File: src/uct_pkg.sv
package uct_pkg;

  // ---------------------------------------------------------------
  // register map (byte addresses, one aligned word each)
  // ---------------------------------------------------------------
  localparam logic [7:0] ADDR_CNT_UPPER  = 8'h00;  // count_upper_byte
  localparam logic [7:0] ADDR_CNT_LOWER  = 8'h04;  // count_lower_byte
  localparam logic [7:0] ADDR_AUX_CTRL   = 8'h08;  // auxiliary_control_reg
  localparam logic [7:0] ADDR_CSEL_A     = 8'h0C;  // chan_a_clock_select
  localparam logic [7:0] ADDR_CSEL_B     = 8'h10;  // chan_b_clock_select
  localparam logic [7:0] ADDR_CMD_A      = 8'h14;  // chan_a_command_reg
  localparam logic [7:0] ADDR_CMD_B      = 8'h18;  // chan_b_command_reg
  localparam logic [7:0] ADDR_INT_STAT   = 8'h1C;  // interrupt_status_reg
  localparam logic [7:0] ADDR_INT_MASK   = 8'h20;  // interrupt_mask_reg
  localparam logic [7:0] ADDR_OUT_CFG    = 8'h24;  // pin three routing
  localparam logic [7:0] ADDR_START      = 8'h28;  // start counter trigger
  localparam logic [7:0] ADDR_STOP       = 8'h2C;  // stop counter trigger
  localparam logic [7:0] ADDR_EXT_SEL    = 8'h30;  // ext pin per path
  localparam logic [7:0] ADDR_CLK_STAT   = 8'h34;  // live extend bits and count

  // ---------------------------------------------------------------
  // fields and codes
  // ---------------------------------------------------------------
  localparam int          ACR_SET_BIT    = 7;
  localparam int          ISR_READY_BIT  = 3;
  localparam logic [7:0]  CMD_RX_EXT_SET = 8'h08;
  localparam logic [7:0]  CMD_RX_EXT_CLR = 8'h09;
  localparam logic [7:0]  CMD_TX_EXT_SET = 8'h0A;
  localparam logic [7:0]  CMD_TX_EXT_CLR = 8'h0B;
  localparam logic [3:0]  CS_TIMER       = 4'hD;
  localparam logic [3:0]  CS_EXT16       = 4'hE;
  localparam logic [3:0]  CS_EXT1        = 4'hF;
  localparam logic [15:0] CNT_ZERO       = 16'h0000;
  localparam logic [15:0] CNT_ONE        = 16'h0001;
  localparam logic [3:0]  PRESCALE_LAST  = 4'hF;   // divide by 16
  localparam logic [7:0]  BYTE_ZERO      = 8'h00;
  localparam logic [1:0]  RESP_OKAY      = 2'b00;
  localparam logic [1:0]  RESP_SLVERR    = 2'b10;

  // source select, auxiliary bits 6:4
  typedef enum logic [2:0] {
    SRC_CNT_PIN2  = 3'b000,
    SRC_CNT_TXA   = 3'b001,
    SRC_CNT_TXB   = 3'b010,
    SRC_CNT_OSC16 = 3'b011,
    SRC_TMR_PIN2  = 3'b100,
    SRC_TMR_PIN16 = 3'b101,
    SRC_TMR_OSC   = 3'b110,
    SRC_TMR_OSC16 = 3'b111
  } uct_src_type;

  // counter/timer run state
  typedef enum logic [0:0] {
    CT_IDLE = 1'b0,
    CT_RUN  = 1'b1
  } uct_state_type;

  // generator rate table: 16x tick period in oscillator cycles, as
  // {set bit, extend bit, code}; 13 codes x 4 columns at 3.6864 MHz
  function automatic logic [15:0] uct_rate_div(input logic [5:0] key);
    logic [15:0] d;
    d = 16'h0000;
    unique case (key[3:0])
      4'h0: d = (key[5] ^ key[4]) ? 16'h0C00 : 16'h1200;
      4'h1: d = 16'h082E;
      4'h2: d = 16'h06B1;
      4'h3: d = (key[5] ^ key[4]) ? 16'h0600 : 16'h0480;
      4'h4: d = key[4] ? 16'h0040 : 16'h0300;
      4'h5: d = key[4] ? 16'h0010 : 16'h0180;
      4'h6: d = key[4] ? 16'h0008 : 16'h00C0;
      4'h7: d = key[4] ? 16'h0004 : (key[5] ? 16'h0073 : 16'h00DB);
      4'h8: d = key[4] ? 16'h0002 : 16'h0060;
      4'h9: d = 16'h0030;
      4'hA: d = (key[5] ^ key[4]) ? 16'h0080 : 16'h0020;
      4'hB: d = 16'h0018;
      4'hC: d = (key[5] ^ key[4]) ? 16'h000C : 16'h0006;
      default: d = 16'h0000;
    endcase
    return d;
  endfunction : uct_rate_div

endpackage : uct_pkg

File: src/uct_timing.sv
`timescale 1ns/1ps
`default_nettype none

module uct_timing (
  // oscillator clock and reset
  input  wire logic        clk,
  input  wire logic        resetn,
  // axi4-lite write address / data / response
  input  wire logic [7:0]  s_axi_awaddr,
  input  wire logic        s_axi_awvalid,
  output var  logic        s_axi_awready,
  input  wire logic [31:0] s_axi_wdata,
  input  wire logic [3:0]  s_axi_wstrb,
  input  wire logic        s_axi_wvalid,
  output var  logic        s_axi_wready,
  output var  logic [1:0]  s_axi_bresp,
  output var  logic        s_axi_bvalid,
  input  wire logic        s_axi_bready,
  // axi4-lite read
  input  wire logic [7:0]  s_axi_araddr,
  input  wire logic        s_axi_arvalid,
  output var  logic        s_axi_arready,
  output var  logic [31:0] s_axi_rdata,
  output var  logic [1:0]  s_axi_rresp,
  output var  logic        s_axi_rvalid,
  input  wire logic        s_axi_rready,
  // external input pins two to five
  input  wire logic [3:0]  inputPins,
  // channel transmit 1x clock strobes for counter mode
  input  wire logic        chanATransmitClock,
  input  wire logic        chanBTransmitClock,
  // selected clock strobes: a tx, a rx, b tx, b rx
  output var  logic [3:0]  pathClk16,
  output var  logic [3:0]  pathClk1,
  // pin three and interrupt request
  output var  logic        outputPinThree,
  output var  logic        irq
);
  import uct_pkg::*;

  // ---------------------------------------------------------------
  // registers
  // ---------------------------------------------------------------
  logic [7:0]    countUpper, countLower, auxCtrl, intMask;
  logic [7:0]    chanAClockSelect, chanBClockSelect;
  logic          pinThreeIsTimer;
  logic [7:0]    extSel;          // 2-bit pin index per path
  logic [3:0]    extendBit;       // a tx, a rx, b tx, b rx
  logic          readyFlag;
  uct_state_type ctState;
  logic [15:0]   ctCount;
  logic          ctWave;
  logic [3:0]    preScale;
  logic [3:0]    pinMeta, pinSync, pinLast;
  logic          txALast, txBLast;

  // ---------------------------------------------------------------
  // axi4-lite slave: one write, one read at a time
  // ---------------------------------------------------------------
  logic        awHeld, wHeld;
  logic [7:0]  awAddr;
  logic [31:0] wData;
  logic [3:0]  wStrb;
  wire         wrFire = awHeld & wHeld & ~s_axi_bvalid;
  wire         rdFire = s_axi_arvalid & s_axi_arready;
  wire         wrLane = wStrb[0];
  wire [7:0]   wByte  = wData[7:0];

  wire wrUpper = wrFire & wrLane & (awAddr == ADDR_CNT_UPPER);
  wire wrLower = wrFire & wrLane & (awAddr == ADDR_CNT_LOWER);
  wire wrAux   = wrFire & wrLane & (awAddr == ADDR_AUX_CTRL);
  wire wrCselA = wrFire & wrLane & (awAddr == ADDR_CSEL_A);
  wire wrCselB = wrFire & wrLane & (awAddr == ADDR_CSEL_B);
  wire wrCmdA  = wrFire & wrLane & (awAddr == ADDR_CMD_A);
  wire wrCmdB  = wrFire & wrLane & (awAddr == ADDR_CMD_B);
  wire wrMask  = wrFire & wrLane & (awAddr == ADDR_INT_MASK);
  wire wrOut   = wrFire & wrLane & (awAddr == ADDR_OUT_CFG);
  wire wrExt   = wrFire & wrLane & (awAddr == ADDR_EXT_SEL);
  // address-triggered: any write, data ignored
  wire startCmd = wrFire & (awAddr == ADDR_START);
  wire stopCmd  = wrFire & (awAddr == ADDR_STOP);
  wire wrMapped = wrUpper | wrLower | wrAux | wrCselA | wrCselB |
                  wrCmdA | wrCmdB | wrMask | wrOut | wrExt |
                  startCmd | stopCmd | (awAddr == ADDR_INT_STAT) |
                  (awAddr == ADDR_CLK_STAT);

  // write channel capture and response
  always_ff @(posedge clk or negedge resetn) begin
    if (!resetn) begin
      awHeld <= 1'b0;
      wHeld  <= 1'b0;
      awAddr <= BYTE_ZERO;
      wData  <= '0;
      wStrb  <= '0;
      s_axi_bvalid <= 1'b0;
      s_axi_bresp  <= RESP_OKAY;
    end else begin
      if (s_axi_awvalid & s_axi_awready) begin
        awHeld <= 1'b1;
        awAddr <= s_axi_awaddr;
      end
      if (s_axi_wvalid & s_axi_wready) begin
        wHeld <= 1'b1;
        wData <= s_axi_wdata;
        wStrb <= s_axi_wstrb;
      end
      if (wrFire) begin
        awHeld <= 1'b0;
        wHeld  <= 1'b0;
        s_axi_bvalid <= 1'b1;
        s_axi_bresp  <= wrMapped ? RESP_OKAY : RESP_SLVERR;
      end else if (s_axi_bready) begin
        s_axi_bvalid <= 1'b0;
      end
    end
  end

  always_ff @(posedge clk or negedge resetn) begin
    if (!resetn) begin
      s_axi_awready <= 1'b0;
      s_axi_wready  <= 1'b0;
    end else begin
      s_axi_awready <= ~awHeld & ~(s_axi_awvalid & s_axi_awready) &
                       ~s_axi_bvalid;
      s_axi_wready  <= ~wHeld & ~(s_axi_wvalid & s_axi_wready) &
                       ~s_axi_bvalid;
    end
  end

  // read decode
  wire [7:0] rdAddr = s_axi_araddr;
  logic [31:0] rdValue;
  logic        rdOk;
  always_comb begin
    rdOk    = 1'b1;
    rdValue = '0;
    unique case (rdAddr)
      ADDR_CNT_UPPER: rdValue[7:0] = countUpper;
      ADDR_CNT_LOWER: rdValue[7:0] = countLower;
      ADDR_AUX_CTRL:  rdValue[7:0] = auxCtrl;
      ADDR_CSEL_A:    rdValue[7:0] = chanAClockSelect;
      ADDR_CSEL_B:    rdValue[7:0] = chanBClockSelect;
      ADDR_INT_STAT:  rdValue[ISR_READY_BIT] = readyFlag;
      ADDR_INT_MASK:  rdValue[7:0] = intMask;
      ADDR_OUT_CFG:   rdValue[0] = pinThreeIsTimer;
      ADDR_EXT_SEL:   rdValue[7:0] = extSel;
      ADDR_CLK_STAT:  rdValue[19:0] = {extendBit, ctCount};
      ADDR_CMD_A, ADDR_CMD_B, ADDR_START, ADDR_STOP: rdValue = '0;
      default:        rdOk = 1'b0;
    endcase
  end

  // read channel: answer one cycle after the address is taken
  always_ff @(posedge clk or negedge resetn) begin
    if (!resetn) begin
      s_axi_arready <= 1'b0;
      s_axi_rvalid  <= 1'b0;
      s_axi_rdata   <= '0;
      s_axi_rresp   <= RESP_OKAY;
    end else begin
      s_axi_arready <= ~s_axi_rvalid & ~rdFire;
      if (rdFire) begin
        s_axi_rvalid <= 1'b1;
        s_axi_rdata  <= rdValue;
        s_axi_rresp  <= rdOk ? RESP_OKAY : RESP_SLVERR;
      end else if (s_axi_rready) begin
        s_axi_rvalid <= 1'b0;
      end
    end
  end

  // ---------------------------------------------------------------
  // configuration registers
  // ---------------------------------------------------------------
  always_ff @(posedge clk or negedge resetn) begin
    if (!resetn) begin
      countUpper <= BYTE_ZERO;
      countLower <= BYTE_ZERO;
      auxCtrl    <= BYTE_ZERO;
      intMask    <= BYTE_ZERO;
      chanAClockSelect <= BYTE_ZERO;
      chanBClockSelect <= BYTE_ZERO;
      pinThreeIsTimer  <= 1'b0;
      extSel     <= BYTE_ZERO;
    end else begin
      if (wrUpper) countUpper <= wByte;
      if (wrLower) countLower <= wByte;
      if (wrAux)   auxCtrl    <= wByte;
      if (wrMask)  intMask    <= wByte;
      if (wrCselA) chanAClockSelect <= wByte;
      if (wrCselB) chanBClockSelect <= wByte;
      if (wrOut)   pinThreeIsTimer  <= wByte[0];
      if (wrExt)   extSel     <= wByte;
    end
  end

  // extend bits change only by command codes
  always_ff @(posedge clk or negedge resetn) begin
    if (!resetn) begin
      extendBit <= '0;
    end else begin
      if (wrCmdA & (wByte == CMD_TX_EXT_SET)) extendBit[0] <= 1'b1;
      if (wrCmdA & (wByte == CMD_TX_EXT_CLR)) extendBit[0] <= 1'b0;
      if (wrCmdA & (wByte == CMD_RX_EXT_SET)) extendBit[1] <= 1'b1;
      if (wrCmdA & (wByte == CMD_RX_EXT_CLR)) extendBit[1] <= 1'b0;
      if (wrCmdB & (wByte == CMD_TX_EXT_SET)) extendBit[2] <= 1'b1;
      if (wrCmdB & (wByte == CMD_TX_EXT_CLR)) extendBit[2] <= 1'b0;
      if (wrCmdB & (wByte == CMD_RX_EXT_SET)) extendBit[3] <= 1'b1;
      if (wrCmdB & (wByte == CMD_RX_EXT_CLR)) extendBit[3] <= 1'b0;
    end
  end

  // ---------------------------------------------------------------
  // input synchronisers and edge strobes
  // ---------------------------------------------------------------
  always_ff @(posedge clk or negedge resetn) begin
    if (!resetn) begin
      pinMeta <= '0;
      pinSync <= '0;
      pinLast <= '0;
      txALast <= 1'b0;
      txBLast <= 1'b0;
    end else begin
      pinMeta <= inputPins;
      pinSync <= pinMeta;
      pinLast <= pinSync;
      txALast <= chanATransmitClock;
      txBLast <= chanBTransmitClock;
    end
  end
  wire [3:0] pinRise = pinSync & ~pinLast;
  wire       txARise = chanATransmitClock & ~txALast;
  wire       txBRise = chanBTransmitClock & ~txBLast;

  // ---------------------------------------------------------------
  // counter/timer source
  // ---------------------------------------------------------------
  uct_src_type srcSel;
  assign srcSel = uct_src_type'(auxCtrl[6:4]);
  wire timerMode = auxCtrl[6];
  wire preTick   = (preScale == PRESCALE_LAST);
  logic srcTick;
  always_comb begin
    unique case (srcSel)
      SRC_CNT_PIN2:  srcTick = pinRise[0];
      SRC_CNT_TXA:   srcTick = txARise;
      SRC_CNT_TXB:   srcTick = txBRise;
      SRC_CNT_OSC16: srcTick = preTick;
      SRC_TMR_PIN2:  srcTick = pinRise[0];
      SRC_TMR_PIN16: srcTick = preTick;
      SRC_TMR_OSC:   srcTick = 1'b1;
      SRC_TMR_OSC16: srcTick = preTick;
    endcase
  end
  // prescaler counts pin two edges in that mode, oscillator otherwise
  wire preStep = (srcSel == SRC_TMR_PIN16) ? pinRise[0] : 1'b1;

  // ---------------------------------------------------------------
  // counter/timer core
  // ---------------------------------------------------------------
  wire [15:0] countRegs = {countUpper, countLower};
  wire        running   = (ctState == CT_RUN);
  wire        halfDone  = timerMode & (ctCount <= CNT_ONE);
  wire        terminal  = ~timerMode & (ctCount == CNT_ONE);
  // a cycle ends as the wave falls, at the end of its high half
  wire        cycleDone = running & srcTick & halfDone & ctWave &
                          (countRegs != CNT_ZERO);
  wire        hitZero   = running & srcTick & terminal;

  always_ff @(posedge clk or negedge resetn) begin
    if (!resetn) begin
      preScale <= '0;
    end else if (preStep) begin
      preScale <= preScale + 4'h1;
    end
  end

  always_ff @(posedge clk or negedge resetn) begin
    if (!resetn) begin
      ctState <= CT_IDLE;
      ctCount <= CNT_ZERO;
      ctWave  <= 1'b1;
    end else if (startCmd) begin
      ctState <= CT_RUN;
      ctCount <= countRegs;
      ctWave  <= 1'b1;
    end else if (stopCmd & ~timerMode) begin
      ctState <= CT_IDLE;
      ctWave  <= 1'b1;
    end else if (running & srcTick) begin
      if (timerMode) begin
        if (countRegs == CNT_ZERO) begin
          ctWave <= ctWave;
        end else if (halfDone) begin
          ctCount <= countRegs;
          ctWave  <= ~ctWave;
        end else begin
          ctCount <= ctCount - CNT_ONE;
        end
      end else begin
        ctCount <= ctCount - CNT_ONE;                     // wraps
        if (terminal) ctWave <= 1'b0;
      end
    end
  end

  // ready flag: set wins over the stop clear
  always_ff @(posedge clk or negedge resetn) begin
    if (!resetn) begin
      readyFlag <= 1'b0;
    end else if (cycleDone | hitZero) begin
      readyFlag <= 1'b1;
    end else if (stopCmd) begin
      readyFlag <= 1'b0;
    end
  end

  // ---------------------------------------------------------------
  // rate generator: one 16x divider per path
  // ---------------------------------------------------------------
  logic [15:0] rateCnt [4];
  logic [3:0]  rateTick;
  logic [3:0]  ctWaveLast;
  logic [3:0]  next_clk16, next_clk1;
  wire  [3:0]  ctRise = {4{ctWave & ~ctWaveLast[0]}};

  for (genvar p = 0; p < 4; p++) begin : g_path
    wire [7:0] csel = (p < 2) ? chanAClockSelect : chanBClockSelect;
    wire [3:0] code = p[0] ? csel[7:4] : csel[3:0];
    wire [1:0] pin  = extSel[2*p +: 2];
    wire [15:0] div = uct_rate_div({auxCtrl[ACR_SET_BIT],
                                    extendBit[p], code});
    // 16x generator tick, period from the table
    always_ff @(posedge clk or negedge resetn) begin
      if (!resetn) begin
        rateCnt[p]  <= CNT_ZERO;
        rateTick[p] <= 1'b0;
      end else if (rateCnt[p] + CNT_ONE >= div) begin
        rateCnt[p]  <= CNT_ZERO;
        rateTick[p] <= 1'b1;
      end else begin
        rateCnt[p]  <= rateCnt[p] + CNT_ONE;
        rateTick[p] <= 1'b0;
      end
    end
    // source mux per path
    always_comb begin
      next_clk16[p] = 1'b0;
      next_clk1[p]  = 1'b0;
      if (code == CS_TIMER) begin
        next_clk16[p] = ctRise[p];
      end else if (code == CS_EXT16) begin
        next_clk16[p] = pinRise[pin];
      end else if (code == CS_EXT1) begin
        next_clk1[p]  = pinRise[pin];
      end else begin
        next_clk16[p] = rateTick[p];
      end
    end
  end

  // ---------------------------------------------------------------
  // registered outputs
  // ---------------------------------------------------------------
  always_ff @(posedge clk or negedge resetn) begin
    if (!resetn) begin
      ctWaveLast     <= '1;
      pathClk16      <= '0;
      pathClk1       <= '0;
      outputPinThree <= 1'b1;
      irq            <= 1'b0;
    end else begin
      ctWaveLast     <= {4{ctWave}};
      pathClk16      <= next_clk16;
      pathClk1       <= next_clk1;
      outputPinThree <= pinThreeIsTimer ? ctWave : 1'b1;
      irq <= readyFlag & intMask[ISR_READY_BIT];
    end
  end

endmodule : uct_timing

`default_nettype wire

File: config.mk
export PLATFORM = sky130hd
export DESIGN_NAME = uct_timing
export DESIGN_NICKNAME = d
export VERILOG_FILES = /design/src/uct_pkg.sv /design/src/uct_timing.sv
export SDC_FILE = /design/constraint.sdc
export NUM_CORES = 1
export LEC_CHECK = 0
export BUFFER_PORTS_ARGS = -buffer_cell sky130_fd_sc_hd__buf_2
export CAP_MARGIN = 5
export CELL_PAD_IN_SITES_DETAIL_PLACEMENT = 1
export CELL_PAD_IN_SITES_GLOBAL_PLACEMENT = 2
export CORE_AREA = 4 4 171 206
export CTS_BUF_LIST = sky130_fd_sc_hd__clkbuf_8
export DETAILED_ROUTE_END_ITERATION = 8
export DIE_AREA = 0 0 175 210
export MAX_ROUTING_LAYER = met4
export PLACE_DENSITY_LB_ADDON = 0.25
export SYNTH_ARGS = -nofsm -noshare
export SYNTH_HDL_FRONTEND = slang
export SYNTH_SLANG_ARGS = --single-unit
File: constraint.sdc
create_clock -name clk -period 3.6 [get_ports clk]
set_clock_uncertainty 0.2 [all_clocks]
set_input_delay 0.54 -clock clk [delete_from_list [all_inputs] [get_ports clk]]
set_output_delay 0.54 -clock clk [all_outputs]
set_load 0.05 [all_outputs]
# ---- Word-level counts from Yosys, hierarchy flattened
# Index checks and enable logic that the tools add are counted.
dict set report op_classes {
  bitwise_logic 75
  eq_ne 103
  n_reduce_logical 27
  mux 125
  order_cmp 9
  addsub 6
}
# cell count
set ops {}
lappend ops {{$pmux W16 S13} 3}
lappend ops {{$mux W16} 13}
lappend ops {{$pmux W13 S13} 1}
lappend ops {{$eq A4 B4 Y1 const B} 33}
lappend ops {{$eq A8 B6 Y1 const B} 12}
lappend ops {{$mux W10} 8}
lappend ops {{$mux W8} 10}
lappend ops {{$add A16 B1 Y16 const B} 4}
lappend ops {{$eq A4 B3 Y1 const B} 16}
lappend ops {{$eq A8 B4 Y1 const B} 8}
lappend ops {{$eq A8 B5 Y1 const B} 8}
lappend ops {{$ge A16 B16 Y1} 4}
lappend ops {{$mux W1} 62}
lappend ops {{$mux W13} 4}
lappend ops {{$and A1 B1 Y1} 43}
lappend ops {{$mux W9} 4}
lappend ops {{$eq A4 B2 Y1 const B} 8}
lappend ops {{$pmux W4 S8} 1}
lappend ops {{$mux W7} 4}
lappend ops {{$reduce_bool A2 Y1} 11}
lappend ops {{$pmux W1 S9} 2}
lappend ops {{$eq A16 B1 Y1 const B} 1}
lappend ops {{$eq A4 B1 Y1 const B} 4}
lappend ops {{$eq A8 B3 Y1 const B} 2}
lappend ops {{34 further kinds} 79}
dict set report word_totals {
  input_bits 65
  word_cells 393
  regBits 225
}

# ---- Logic depth before layout (Yosys ltp)
# Gate-level depths: netlist of run 1.
dict set report logic_depth {
  word_depth 18
  mapped_depth 17
}

# ---- Worst setup path after synthesis of run 1
# No wires, ideal clock.
dict set report synth_timing {
  path_type {register to register}
  from {register extendBit[1]}
  to {register rateCnt[37] (netlist name)}
  stages_incl_launch_ff 16
  path_slack_ns 0.310
  arrival_ns 3.001
  path_buffers 3
  path_cell_list {dfrtp_1 > clkbuf_1 > inv_1 > ha_1 > clkbuf_1 > nand2_1 > o221ai_1 > o21ai_0 > ha_1 > a211o_1 > a21oi_1 > o21ai_0 > a41oi_1 > o22ai_2 > buf_2 > nor3b_1}
}
dict set report synth_via {
  elab_chain_len 5
  elab_cells_between_ends 13
  classes_between {order compare: 1; mux: 11; bitwise: 1}
}
# item line
set synth_lines {}
lappend synth_lines {{from (decl)} uct_timing.sv:48} ;# logic [3:0] extendBit;
lappend synth_lines {{from (signal assigned)} uct_timing.sv:200} ;# extendBit <= '0;
lappend synth_lines {{from (signal assigned)} uct_timing.sv:204} ;# if (wrCmdA & (wByte == CMD_RX_EXT_SET)) extendBit[1] <= 1'b1;
lappend synth_lines {{from (signal assigned)} uct_timing.sv:205} ;# if (wrCmdA & (wByte == CMD_RX_EXT_CLR)) extendBit[1] <= 1'b0;
lappend synth_lines {{$xor A1 B1 Y1} --}
lappend synth_lines {{$mux W4, or another cell as far along} uct_pkg.sv:76} ;# 4'hC: d = (key[5] ^ key[4]) ? 16'h000C : 16'h0006;
lappend synth_lines {{$pmux W16 S13 (*)} uct_pkg.sv:63} ;# unique case (key[3:0])
lappend synth_lines {{$ge A16 B16 Y1 (*)} uct_timing.sv:338} ;# end else if (rateCnt[p] + CNT_ONE >= div) begin
lappend synth_lines {{$mux W16 (*)} uct_timing.sv:338}
lappend synth_lines {{to (signal, indexed assignment)} uct_timing.sv:342} ;# rateCnt[p] <= rateCnt[p] + CNT_ONE;
lappend synth_lines {{to (decl)} uct_timing.sv:321} ;# logic [15:0] rateCnt [4];
# Mark *: on every way between the ends. The rest lies on a longest branch, timed or not.
# A chain may end at the register's enable or synchronous reset.

# ---- Worst setup path in the final report of run 1
dict set report layout_timing {
  from {register auxCtrl[7]}
  to {register rateCnt[59] (netlist name)}
}
dict set report layout_via {
  elab_chain_len 5
  elab_cells_between_ends 10
  classes_between {order compare: 1; mux: 8; bitwise: 1}
}
# item line
set layout_lines {}
lappend layout_lines {{from (decl)} uct_timing.sv:44} ;# logic [7:0] countUpper, countLower, auxCtrl, intMask;
lappend layout_lines {{from (signal assigned)} uct_timing.sv:188} ;# if (wrAux) auxCtrl <= wByte;
lappend layout_lines {{$xor A1 B1 Y1 or $mux W8 (tied branches)} --}
lappend layout_lines {{$mux W4, or another cell as far along} uct_pkg.sv:76}
lappend layout_lines {{$pmux W16 S13 (*)} uct_pkg.sv:63}
lappend layout_lines {{$ge A16 B16 Y1 (*)} uct_timing.sv:338}
lappend layout_lines {{$mux W16 (*)} uct_timing.sv:338}
# Marked as above.

==> impl_metrics.yaml, run 1 <==
timing:
  final_period_minus_worst_setup_slack_ns: 3.33
  finalSetupViolations: 0
  timing.max_slew.rel_slack: 0.495
  final.period_utilization: 0.925
  hold_viol: 0
  tightestPinTransition_ns: 0.757
  max_frequency_mhz: 300
  slew_violations: 0
  grt_setup_unrepaired: "yes"
  worst_slack_ns: 0.269
logic_synthesis:
  post_synth.cell_area_avg_um2: 9.66
  postSynthRegisterBits: 223
  ys_dominant_reg_cell: "sky130_fd_sc_hd__dfrtp_1"
  synth_enable_flop_cells: 0
  yosys_warnings: 0
  asyncSetResetFlopFracSynth: 1.00
  synthesis.instances: 1355
  synth_area_um2: 13100
  netlist-cell-type-count: 82
  ys_seq_area_frac: 0.427
cts:
  cell_at_the_root_of_the_clock_tree: "sky130_fd_sc_hd__clkbuf_8"
  clk_transition_reported_paths_ns: 0.06
  cts_tree: "done"
  clock_insertion_delay_worst_skew_ns: 0.56
  clock_sink_count: 223
  cts-buffers-inserted: 40
  htree_levels: 2
  clock_tree.buffer_depth: 3
critical_path:
  worst-endpoint-required_ns: 3.88
  r2r_end: "rateCnt[59]"
  cp_max_fo: 8
  crit_cells: 17
  critical_path.slowest_cell: "sky130_fd_sc_hd__dfrtp_1"
  crit_buf_inv: 3
  worst-r2r-setup-slack_ns: 0.27
  timing.setup.critical_path_class: "flip-flop to flip-flop"
  crit_path_frequent_cell: "sky130_fd_sc_hd__a21oi_1"
  critical_path_sink: "rateCnt[59]"
  worstPathArrival_ns: 3.61
  ff2ff_path_depth: 17
  worst_setup_path_end_kind: "flip-flop"
  crit_path_cells: "inv_1, buf_4, ha_1, nor2_2, nand2_1, o21ai_0, nand2_1, a21oi_1, a21oi_1, ha_1, a211o_1, a21oi_1, o21ai_0, a41oi_1, o211ai_1, buf_4, nor2b_1"
  worst_setup_path_startpoint: "auxCtrl[7]"
  crit_family: "compound AO/OA/AOI/OAI gates"
  crit_path_max_incr_delay_ns: 0.38
  worst_setup_path_start_kind: "flip-flop"
  rr_startpoint: "auxCtrl[7]"
pwr:
  fin_total_pwr_w: 0.00767
  share_seq_of_total_power: 0.444
  share_comb_of_total_power: 0.247
  netSwitchingFraction: 0.364
  intPower_w: 0.00488
  net_switching_power_w: 0.00279
  power.density_cell_area_nw_per_um2: 507
  vdd.ir_drop.worst_mv: 0.466
  cellLeakagePower_nw: 6.76
  p_clk_frac: 0.308
route:
  route.detailed.wl_per_inst_um: 18.6
  drt-initial-drc-count: 558
  detailedRoute.firstPassIterationCount: 4
  final_antenna_net_count: 0
  wl_um: 36400
  route.detailed.vias_per_inst: 5.39
  vias: 10527
  drc: 0
placed_design:
  dp_slack_ns: 0.132
  port-buffer-count: 74
  hpwlAfterDp_um: 26900
  routabilityCongestion: 0.830
finish:
  biggestRegsByFlops: "rateCnt x64, s_axi_rdata x20, ctCount x16"
  top_register: "rateCnt"
  largest_reg_flops: 64
  num-nets-final: 1604
  post_route_cells_drive_above_1_share: 0.195
  area_growth_syn_to_layout_pct: 15.6
floorplan:
  floorplan.core_area_um2: 33100
  floorplan.initialDensity: 0.396
  pin_count: 116
  die_h_um: 210
  die-area_um2: 36800
  die_w_um: 175
  num_rows: 73
global_route:
  grtUsageTotal: 0.206
  grt-ovfl-total: 0
  first_global_vias: 11110
  grt_max_degree: 85
  grt_first_pass_wirelength_um: 60100
  grt_antenna_before_repair: 2
outcome:
  status: "finished, final reports clean"
worst_hold_path:
  holdCritPathClass: "input pin to flip-flop"
job:
  max_cap_viol_count: 0
## metrics by stage
stage               utilization  hold slack (ns)  TNS [ns]  area, um^2  cells
global route              0.457           0.0144    -0.140       15100   1953
finish                    0.457           0.0258         0       15100   1953
CTS                       0.456          0.00319         0       15100   1951
floorplan                     -           0.0444         0       13200   1380
global placement          0.425            0.132         0       14100   1859
detailed placement        0.425            0.136         0       14100   1859
## power groups by stage
stage	clock network, W	registers [W]	logic [W]
2_1_floorplan	0	0.00327	0.00134
3_3_place_gp	0	0.00343	0.00182
3_5_place_dp	0	0.00345	0.00186
4_1_cts	0.00245	0.00341	0.00189
5_1_grt	0.00256	0.00347	0.00211
6_report	0.00237	0.00341	0.00190
## cell families after synthesis
family / Yosys count / synth area share
simple gates: 496 / 0.199
compound gates: 287 / 0.136
flops: 223 / 0.427
buf+inv: 124 / 0.0420
mux: 103 / 0.0954
fa+ha+maj: 67 / 0.0641
xor+xnor: 54 / 0.0361
other cells: 1 / 0.000287
## layout by cell type, fill, tap and decap left out, types with 11 or more instances in the layout
cell                              n
sky130_fd_sc_hd__a21oi_1         78
sky130_fd_sc_hd__a31oi_1         18
sky130_fd_sc_hd__buf_2           73
sky130_fd_sc_hd__buf_4           42
sky130_fd_sc_hd__clkbuf_8        52
sky130_fd_sc_hd__conb_1          26
sky130_fd_sc_hd__dfrtp_1        220
sky130_fd_sc_hd__dlygate4sd3_1   21
sky130_fd_sc_hd__ha_1            65
sky130_fd_sc_hd__inv_1           44
sky130_fd_sc_hd__mux2_2          66
sky130_fd_sc_hd__mux2i_1         19
sky130_fd_sc_hd__nand2_1        127
sky130_fd_sc_hd__nand2b_1        32
sky130_fd_sc_hd__nand3_1         56
sky130_fd_sc_hd__nand4_1         17
sky130_fd_sc_hd__nor2_1          96
sky130_fd_sc_hd__nor2b_1         40
sky130_fd_sc_hd__nor3_1          37
sky130_fd_sc_hd__nor3b_1         15
sky130_fd_sc_hd__nor4_1          16
sky130_fd_sc_hd__o21ai_0         83
sky130_fd_sc_hd__o21ai_1         11
sky130_fd_sc_hd__xnor2_1         30
sky130_fd_sc_hd__xor2_1          24
## cell usage after synthesis (11+ instances only)
master | n | area (um^2)
sky130_fd_sc_hd__inv_1 | 33 | 124
sky130_fd_sc_hd__nand2b_1 | 32 | 200
sky130_fd_sc_hd__clkbuf_1 | 53 | 199
sky130_fd_sc_hd__ha_1 | 67 | 838
sky130_fd_sc_hd__dfrtp_1 | 220 | 5510
sky130_fd_sc_hd__nor3_1 | 37 | 185
sky130_fd_sc_hd__a31oi_1 | 18 | 113
sky130_fd_sc_hd__o21ai_0 | 83 | 415
sky130_fd_sc_hd__o21ai_1 | 11 | 55.1
sky130_fd_sc_hd__nor3b_1 | 15 | 113
sky130_fd_sc_hd__nand4_1 | 17 | 106
sky130_fd_sc_hd__buf_2 | 13 | 65.1
sky130_fd_sc_hd__xor2_1 | 24 | 210
sky130_fd_sc_hd__nand3_1 | 56 | 280
sky130_fd_sc_hd__buf_4 | 16 | 120
sky130_fd_sc_hd__mux2i_1 | 19 | 190
sky130_fd_sc_hd__nand2_1 | 127 | 477
sky130_fd_sc_hd__nor4_1 | 16 | 100
sky130_fd_sc_hd__nor2b_1 | 40 | 250
sky130_fd_sc_hd__mux2_2 | 66 | 743
sky130_fd_sc_hd__a21oi_1 | 78 | 390
sky130_fd_sc_hd__nor2_1 | 97 | 364
sky130_fd_sc_hd__xnor2_1 | 30 | 263
## worst min path at each step
stage                          startpoint         end  slack, ns  cells after the start
after floorplan                    resetn  auxCtrl[0]       0.04                      0
after global placement         pinMeta[0]  pinSync[0]       0.13                      0
after detailed placement       pinMeta[0]  pinSync[0]       0.14                      0
after CTS                 s_axi_awaddr[1]   awAddr[1]      0.003                      2
after global routing      s_axi_awaddr[1]   awAddr[1]       0.01                      2
final                     s_axi_awaddr[1]   awAddr[1]       0.03                      2
## per-layer routing
metal	share of wire	GRT usage
met1	0.43	0.255
met5	0	-
met2	0.51	0.357
met4	0.019	0.0474
met3	0.034	0.0317
## repair_timing
item | 4_1_cts | 5_1_grt
hold buffers | 21 | 0
endpoints found under the setup margin | 0 | 43
gates resized for setup | 0 | 9
setup buffers | 0 | 0
hold endpoints to repair | 97 | 0
## cell type report
type | count | area [um^2]
fillers | 3831 | 17900
multi-input cells | 1033 | 7100
flip-flops and latches | 223 | 5580
repair buffers | 139 | 946
clock buffers | 52 | 716
well taps | 450 | 563
inverters | 35 | 131
clock inverters | 19 | 81.3
diodes | 2 | 5.00
Note: power is estimated with default switching activity, not from simulation.
==> run 2, diff against run 1 <==
- CAP_MARGIN: 5 -> not set
- REMOVE_ABC_BUFFERS: not set -> 1
==> impl_metrics.yaml, run 2 (synthesized netlist as in run 1, its figures left out) <==
finish:
  top_register: "rateCnt"
  fill_cells: 3824
  num-nets-final: 1604
  largest_reg_flops: 64
  flip_flop_and_latch_area_um2: 5580
  post_route_cells_drive_above_1_share: 0.192
  biggestRegsByFlops: "rateCnt x64, s_axi_rdata x20, ctCount x16"
  layout_commonest_cell: "sky130_fd_sc_hd__dfrtp_1"
  area_growth_syn_to_layout_pct: 16.1
  finish.utilization: 0.459
  multi_input_gate_area_um2: 7080
  layout_common_cells: "220 x sky130_fd_sc_hd__dfrtp_1, 127 x sky130_fd_sc_hd__nand2_1, 97 x sky130_fd_sc_hd__nor2_1"
outcome:
  status: "finished, final reports clean"
pwr:
  netSwitchingFraction: 0.357
  power.density_cell_area_nw_per_um2: 513
  share_comb_of_total_power: 0.242
  net_switching_power_w: 0.00278
  intPower_w: 0.00501
  vdd.ir_drop.worst_mv: 0.494
  share_seq_of_total_power: 0.435
  p_clk_frac: 0.322
  cellLeakagePower_nw: 6.77
global_route:
  grtUsageTotal: 0.206
  grt-ovfl-total: 0
  first_global_vias: 10959
  grt_first_pass_wirelength_um: 59700
  grt_max_degree: 81
  grt_antenna_before_repair: 5
timing:
  timing.max_slew.rel_slack: 0.365
  setup_tns_ns: 0
  hold_viol: 0
  final_period_minus_worst_setup_slack_ns: 3.37
  final.period_utilization: 0.937
  grt_setup_unrepaired: "no"
  slew_violations: 0
  tightestPinTransition_ns: 0.940
  finalSetupViolations: 0
  max_frequency_mhz: 296
route:
  final_antenna_net_count: 0
  drt-initial-drc-count: 576
  detailed_route_wire_length_on_metal_1_um: 15900
  detailedRoute.firstPassIterationCount: 4
  drc: 0
  route.detailed.wl_per_inst_um: 18.6
  dr_wl_met3_um: 1280
  maxUsedRoutingLayer: "met4"
  wl_um: 36500
  met2_wirelength_um: 18500
  vias: 10528
  route.detailed.vias_per_inst: 5.38
placed_design:
  hpwlAfterDp_um: 27100
  routabilityCongestion: 0.828
  port-buffer-count: 74
cts:
  clock_insertion_delay_worst_skew_ns: 0.56
  clock_sink_count: 223
  cell_at_the_root_of_the_clock_tree: "sky130_fd_sc_hd__clkbuf_8"
  cts-buffers-inserted: 39
  cts_tree: "done"
  post_cts.repair.setup_buffers: 0
  clock_tree.buffer_depth: 3
  htree_levels: 2
  clk_transition_reported_paths_ns: 0.06
critical_path:
  worst_setup_path_end_kind: "flip-flop"
  timing.setup.critical_path_class: "flip-flop to flip-flop"
  cp_max_fo: 14
  worstPathArrival_ns: 3.60
  worst_setup_path_start_kind: "flip-flop"
  worst-endpoint-required_ns: 3.83
floorplan:
  die_w_um: 175
  floorplan.initialDensity: 0.396
  die_h_um: 210
  floorplan.core_area_um2: 33100
  pin_count: 116
  die-area_um2: 36800
  num_rows: 73
worst_hold_path:
  holdCritPathClass: "input pin to flip-flop"
job:
  max_cap_viol_count: 0
==> run 2: cell count changes in the layout (fill, tap and decap cells not counted), sizes merged <==
cell and delta:
dlygate4sd3 +5, inv -3, buf -4, clkinvlp +1
bufinv +1, clkinv -2, clkbuf +3, diode +2
==> run 2: repair_timing <==
action                     4_1_cts  5_1_grt
hold buffers                    26        0
hold endpoints to repair       102        0
resized for setup                0        5
setup endpoints to repair        0       16
==> run 2: final timing paths <==
path	startpoint	to	slack (ns)	cells after the start
min reg2reg	pinMeta[2]	pinSync[2]	0.16	0
max reg2reg	auxCtrl[7]	rateTick[1]	0.23	12
min in group asynchronous	resetn	rateCnt[31]	0.36	2
max in group asynchronous	resetn	ctWaveLast[0]	1.96	3
max	auxCtrl[7]	rateTick[1]	0.23	12
min	s_axi_awvalid	awHeld	0.08	3
==> run 2: worst max-delay path: stages, from the launching register on <==
cell	delay [ns]
sky130_fd_sc_hd__dfrtp_1	0.34
sky130_fd_sc_hd__inv_1	0.15
sky130_fd_sc_hd__ha_2	0.46
sky130_fd_sc_hd__nand2_1	0.10
sky130_fd_sc_hd__o221ai_1	0.19
sky130_fd_sc_hd__o21ai_0	0.15
sky130_fd_sc_hd__ha_1	0.32
sky130_fd_sc_hd__a211o_1	0.30
sky130_fd_sc_hd__a21oi_1	0.10
sky130_fd_sc_hd__o21ai_0	0.14
sky130_fd_sc_hd__a41oi_2	0.29
sky130_fd_sc_hd__o22ai_4	0.19
sky130_fd_sc_hd__or2_2	0.32
==> run 2: power by group through the flow <==
| stage | Sequential, W | Clock [W] | Combinational (W) |
|---|---|---|---|
| after floorplan | 0.00343 | 0 | 0.00109 |
| after global placement | 0.00342 | 0 | 0.00182 |
| after detailed placement | 0.00344 | 0 | 0.00186 |
| after CTS | 0.00339 | 0.00261 | 0.00189 |
| after global routing | 0.00345 | 0.00272 | 0.00210 |
| final | 0.00339 | 0.00251 | 0.00189 |
==> run 2: routing by layer <==
layer	up-vias	track usage
met5	-	-
met3	54	0.0312
li1	5090	-
met2	169	0.348
met1	5215	0.260
met4	0	0.0583
==> run 2: metrics by stage <==
step | std cells | cell area [um^2] | setup WS (ns) | power [W] | hold WS (ns)
floorplan | 1291 | 12800 | 0.232 | 0.00452 | 0.0444
global placement | 1855 | 14000 | 0.201 | 0.00524 | 0.135
detailed placement | 1855 | 14000 | 0.109 | 0.00529 | 0.137
CTS | 1952 | 15100 | 0.0963 | 0.00788 | 0.0493
global route | 1956 | 15200 | 0.0211 | 0.00828 | 0.0797
finish | 1956 | 15200 | 0.227 | 0.00780 | 0.0838
==> run 2: final cells by class <==
class                   instances  share of cell area
multi-input cells            1033               0.466
flip-flops and latches        223               0.368
repair buffers                140              0.0636
clock buffers                  55              0.0498
well taps                     450              0.0371
inverters                      35             0.00865
clock inverters                16             0.00675
diodes                          4            0.000659
==> run 3, diff against run 2 <==
- RECOVER_POWER: not set -> 50
==> impl_metrics.yaml, run 3 (synthesized netlist as in run 1, its figures left out) <==
outcome:
  status: "finished, violations left"
  failing_checks: "capacitance limit, slew limit"
critical_path:
  worst-endpoint-required_ns: 3.83
  worst-r2r-setup-slack_ns: 0.22
  worst_setup_path_start_kind: "flip-flop"
  cp_max_fo: 14
  worstPathArrival_ns: 3.61
  timing.setup.critical_path_class: "flip-flop to flip-flop"
  worst_setup_path_end_kind: "flip-flop"
route:
  drc: 0
  route.detailed.wl_per_inst_um: 18.6
  detailedRoute.firstPassIterationCount: 4
  route.detailed.vias_per_inst: 5.37
  drt-initial-drc-count: 588
  final_antenna_net_count: 0
  vias: 10507
  wl_um: 36400
finish:
  area_growth_syn_to_layout_pct: 16.0
  largest_reg_flops: 64
  biggestRegsByFlops: "rateCnt x64, s_axi_rdata x20, ctCount x16"
  post_route_cells_drive_above_1_share: 0.189
  post-route-cell-area_um2: 15200
  finish.cell_count_without_fillers: 1956
  fill_cells: 3828
  top_register: "rateCnt"
  layout_common_cells: "220 x sky130_fd_sc_hd__dfrtp_1, 127 x sky130_fd_sc_hd__nand2_1, 97 x sky130_fd_sc_hd__nor2_1"
  layout_commonest_cell: "sky130_fd_sc_hd__dfrtp_1"
  num-nets-final: 1604
job:
  max_cap_viol_count: 1
cts:
  clk_transition_reported_paths_ns: 0.06
  clock_insertion_delay_worst_skew_ns: 0.56
  post_cts.repair.setup_buffers: 0
  cts-buffers-inserted: 39
  clock_sink_count: 223
  clock_tree.buffer_depth: 3
  htree_levels: 2
  cts_tree: "done"
  cell_at_the_root_of_the_clock_tree: "sky130_fd_sc_hd__clkbuf_8"
timing:
  worst_slack_ns: 0.223
  final_period_minus_worst_setup_slack_ns: 3.38
  grt_setup_unrepaired: "no"
  finalSetupViolations: 0
  max_frequency_mhz: 296
  final.period_utilization: 0.938
  setup_tns_ns: 0
  slew_violations: 79
  timing.max_slew.rel_slack: -0.366
  tightestPinTransition_ns: 2.05
  hold_viol: 0
placed_design:
  port-buffer-count: 74
  placed_cells: 1855
  hpwlAfterDp_um: 27100
  routabilityCongestion: 0.828
  dp_slack_ns: 0.109
  placement.cell_area_um2: 14000
pwr:
  power.density_cell_area_nw_per_um2: 513
  share_seq_of_total_power: 0.436
  cellLeakagePower_nw: 6.75
  intPower_w: 0.00501
  netSwitchingFraction: 0.357
  p_clk_frac: 0.322
  net_switching_power_w: 0.00278
  share_comb_of_total_power: 0.242
  vdd.ir_drop.worst_mv: 0.496
floorplan:
  floorplan.core_area_um2: 33100
  die_h_um: 210
  floorplan.initialDensity: 0.396
  die-area_um2: 36800
  pin_count: 116
  num_rows: 73
  die_w_um: 175
global_route:
  grt_max_degree: 81
  first_global_vias: 10959
  grt_antenna_before_repair: 5
  grt_first_pass_wirelength_um: 59700
  grt-ovfl-total: 0
  grtUsageTotal: 0.206
worst_hold_path:
  holdCritPathClass: "input pin to flip-flop"
## run 3: cell types whose count changed in the layout (fill, tap and decap cells not counted), sizes merged
cell / before / now
buf: 114 / 109
clkbuf: 55 / 60
## run 3: per-stage QoR
stage | utilization | hold WS [ns] | total power [W]
4_1_cts | 0.458 | 0.0493 | 0.00788
3_3_place_gp | 0.424 | 0.135 | 0.00524
6_report | 0.459 | 0.0894 | 0.00779
2_1_floorplan | - | 0.0444 | 0.00452
3_5_place_dp | 0.424 | 0.137 | 0.00529
5_1_grt | 0.459 | 0.0803 | 0.00827
## run 3: cell type report
cell class | count | area (um^2) | share of cell area
antenna | 4 | 10.0 | 0.000660
clock buffer | 55 | 757 | 0.0499
clock inverter | 16 | 103 | 0.00676
inverter | 35 | 131 | 0.00866
multi-input combinational | 1033 | 7080 | 0.467
sequential | 223 | 5580 | 0.368
tap | 450 | 563 | 0.0371
timing repair buffer | 140 | 946 | 0.0623
## run 3: final timing paths
kind,startpoint,end,depth (start not counted)
worst min-delay path,s_axi_awvalid,awHeld,3
worst max-delay path,auxCtrl[7],rateTick[1],12
max in group asynchronous,resetn,ctWaveLast[0],3
worst min register to register,pinMeta[2],pinSync[2],0
min in group asynchronous,resetn,rateCnt[31],2
worst max register to register,auxCtrl[7],rateTick[1],12
## run 3: timing repair
action / CTS / global route
gates resized for setup: 0 / 5
hold buffers: 26 / 0
endpoints found under the hold margin: 102 / 0
endpoints found under the setup margin: 0 / 16
## run 3: power by group through the flow
stage          Clock, W  Sequential (W)  Combinational, W
6_report        0.00251         0.00339           0.00188
4_1_cts         0.00261         0.00339           0.00189
2_1_floorplan         0         0.00343           0.00109
5_1_grt         0.00272         0.00345           0.00210
3_5_place_dp          0         0.00344           0.00186
3_3_place_gp          0         0.00342           0.00182
## run 3: per-layer routing
| layer | global-route usage | up-vias | share of wire |
|---|---|---|---|
| met1 | 0.260 | 5201 | 0.43 |
| met3 | 0.0312 | 52 | 0.037 |
| li1 | - | 5092 | - |
| met5 | - | - | 0 |
| met2 | 0.348 | 162 | 0.51 |
| met4 | 0.0583 | 0 | 0.021 |
## run 3: worst max-delay path, cell delays in order (launching register included)
cell and delay (ns):
sky130_fd_sc_hd__dfrtp_1 0.34, sky130_fd_sc_hd__inv_1 0.15, sky130_fd_sc_hd__ha_2 0.46, sky130_fd_sc_hd__nand2_1 0.10, sky130_fd_sc_hd__o221ai_1 0.19, sky130_fd_sc_hd__o21ai_0 0.15, sky130_fd_sc_hd__ha_1 0.32, sky130_fd_sc_hd__a211o_1 0.30
sky130_fd_sc_hd__a21oi_1 0.10, sky130_fd_sc_hd__o21ai_0 0.14, sky130_fd_sc_hd__a41oi_2 0.29, sky130_fd_sc_hd__o22ai_4 0.19, sky130_fd_sc_hd__or2_2 0.32
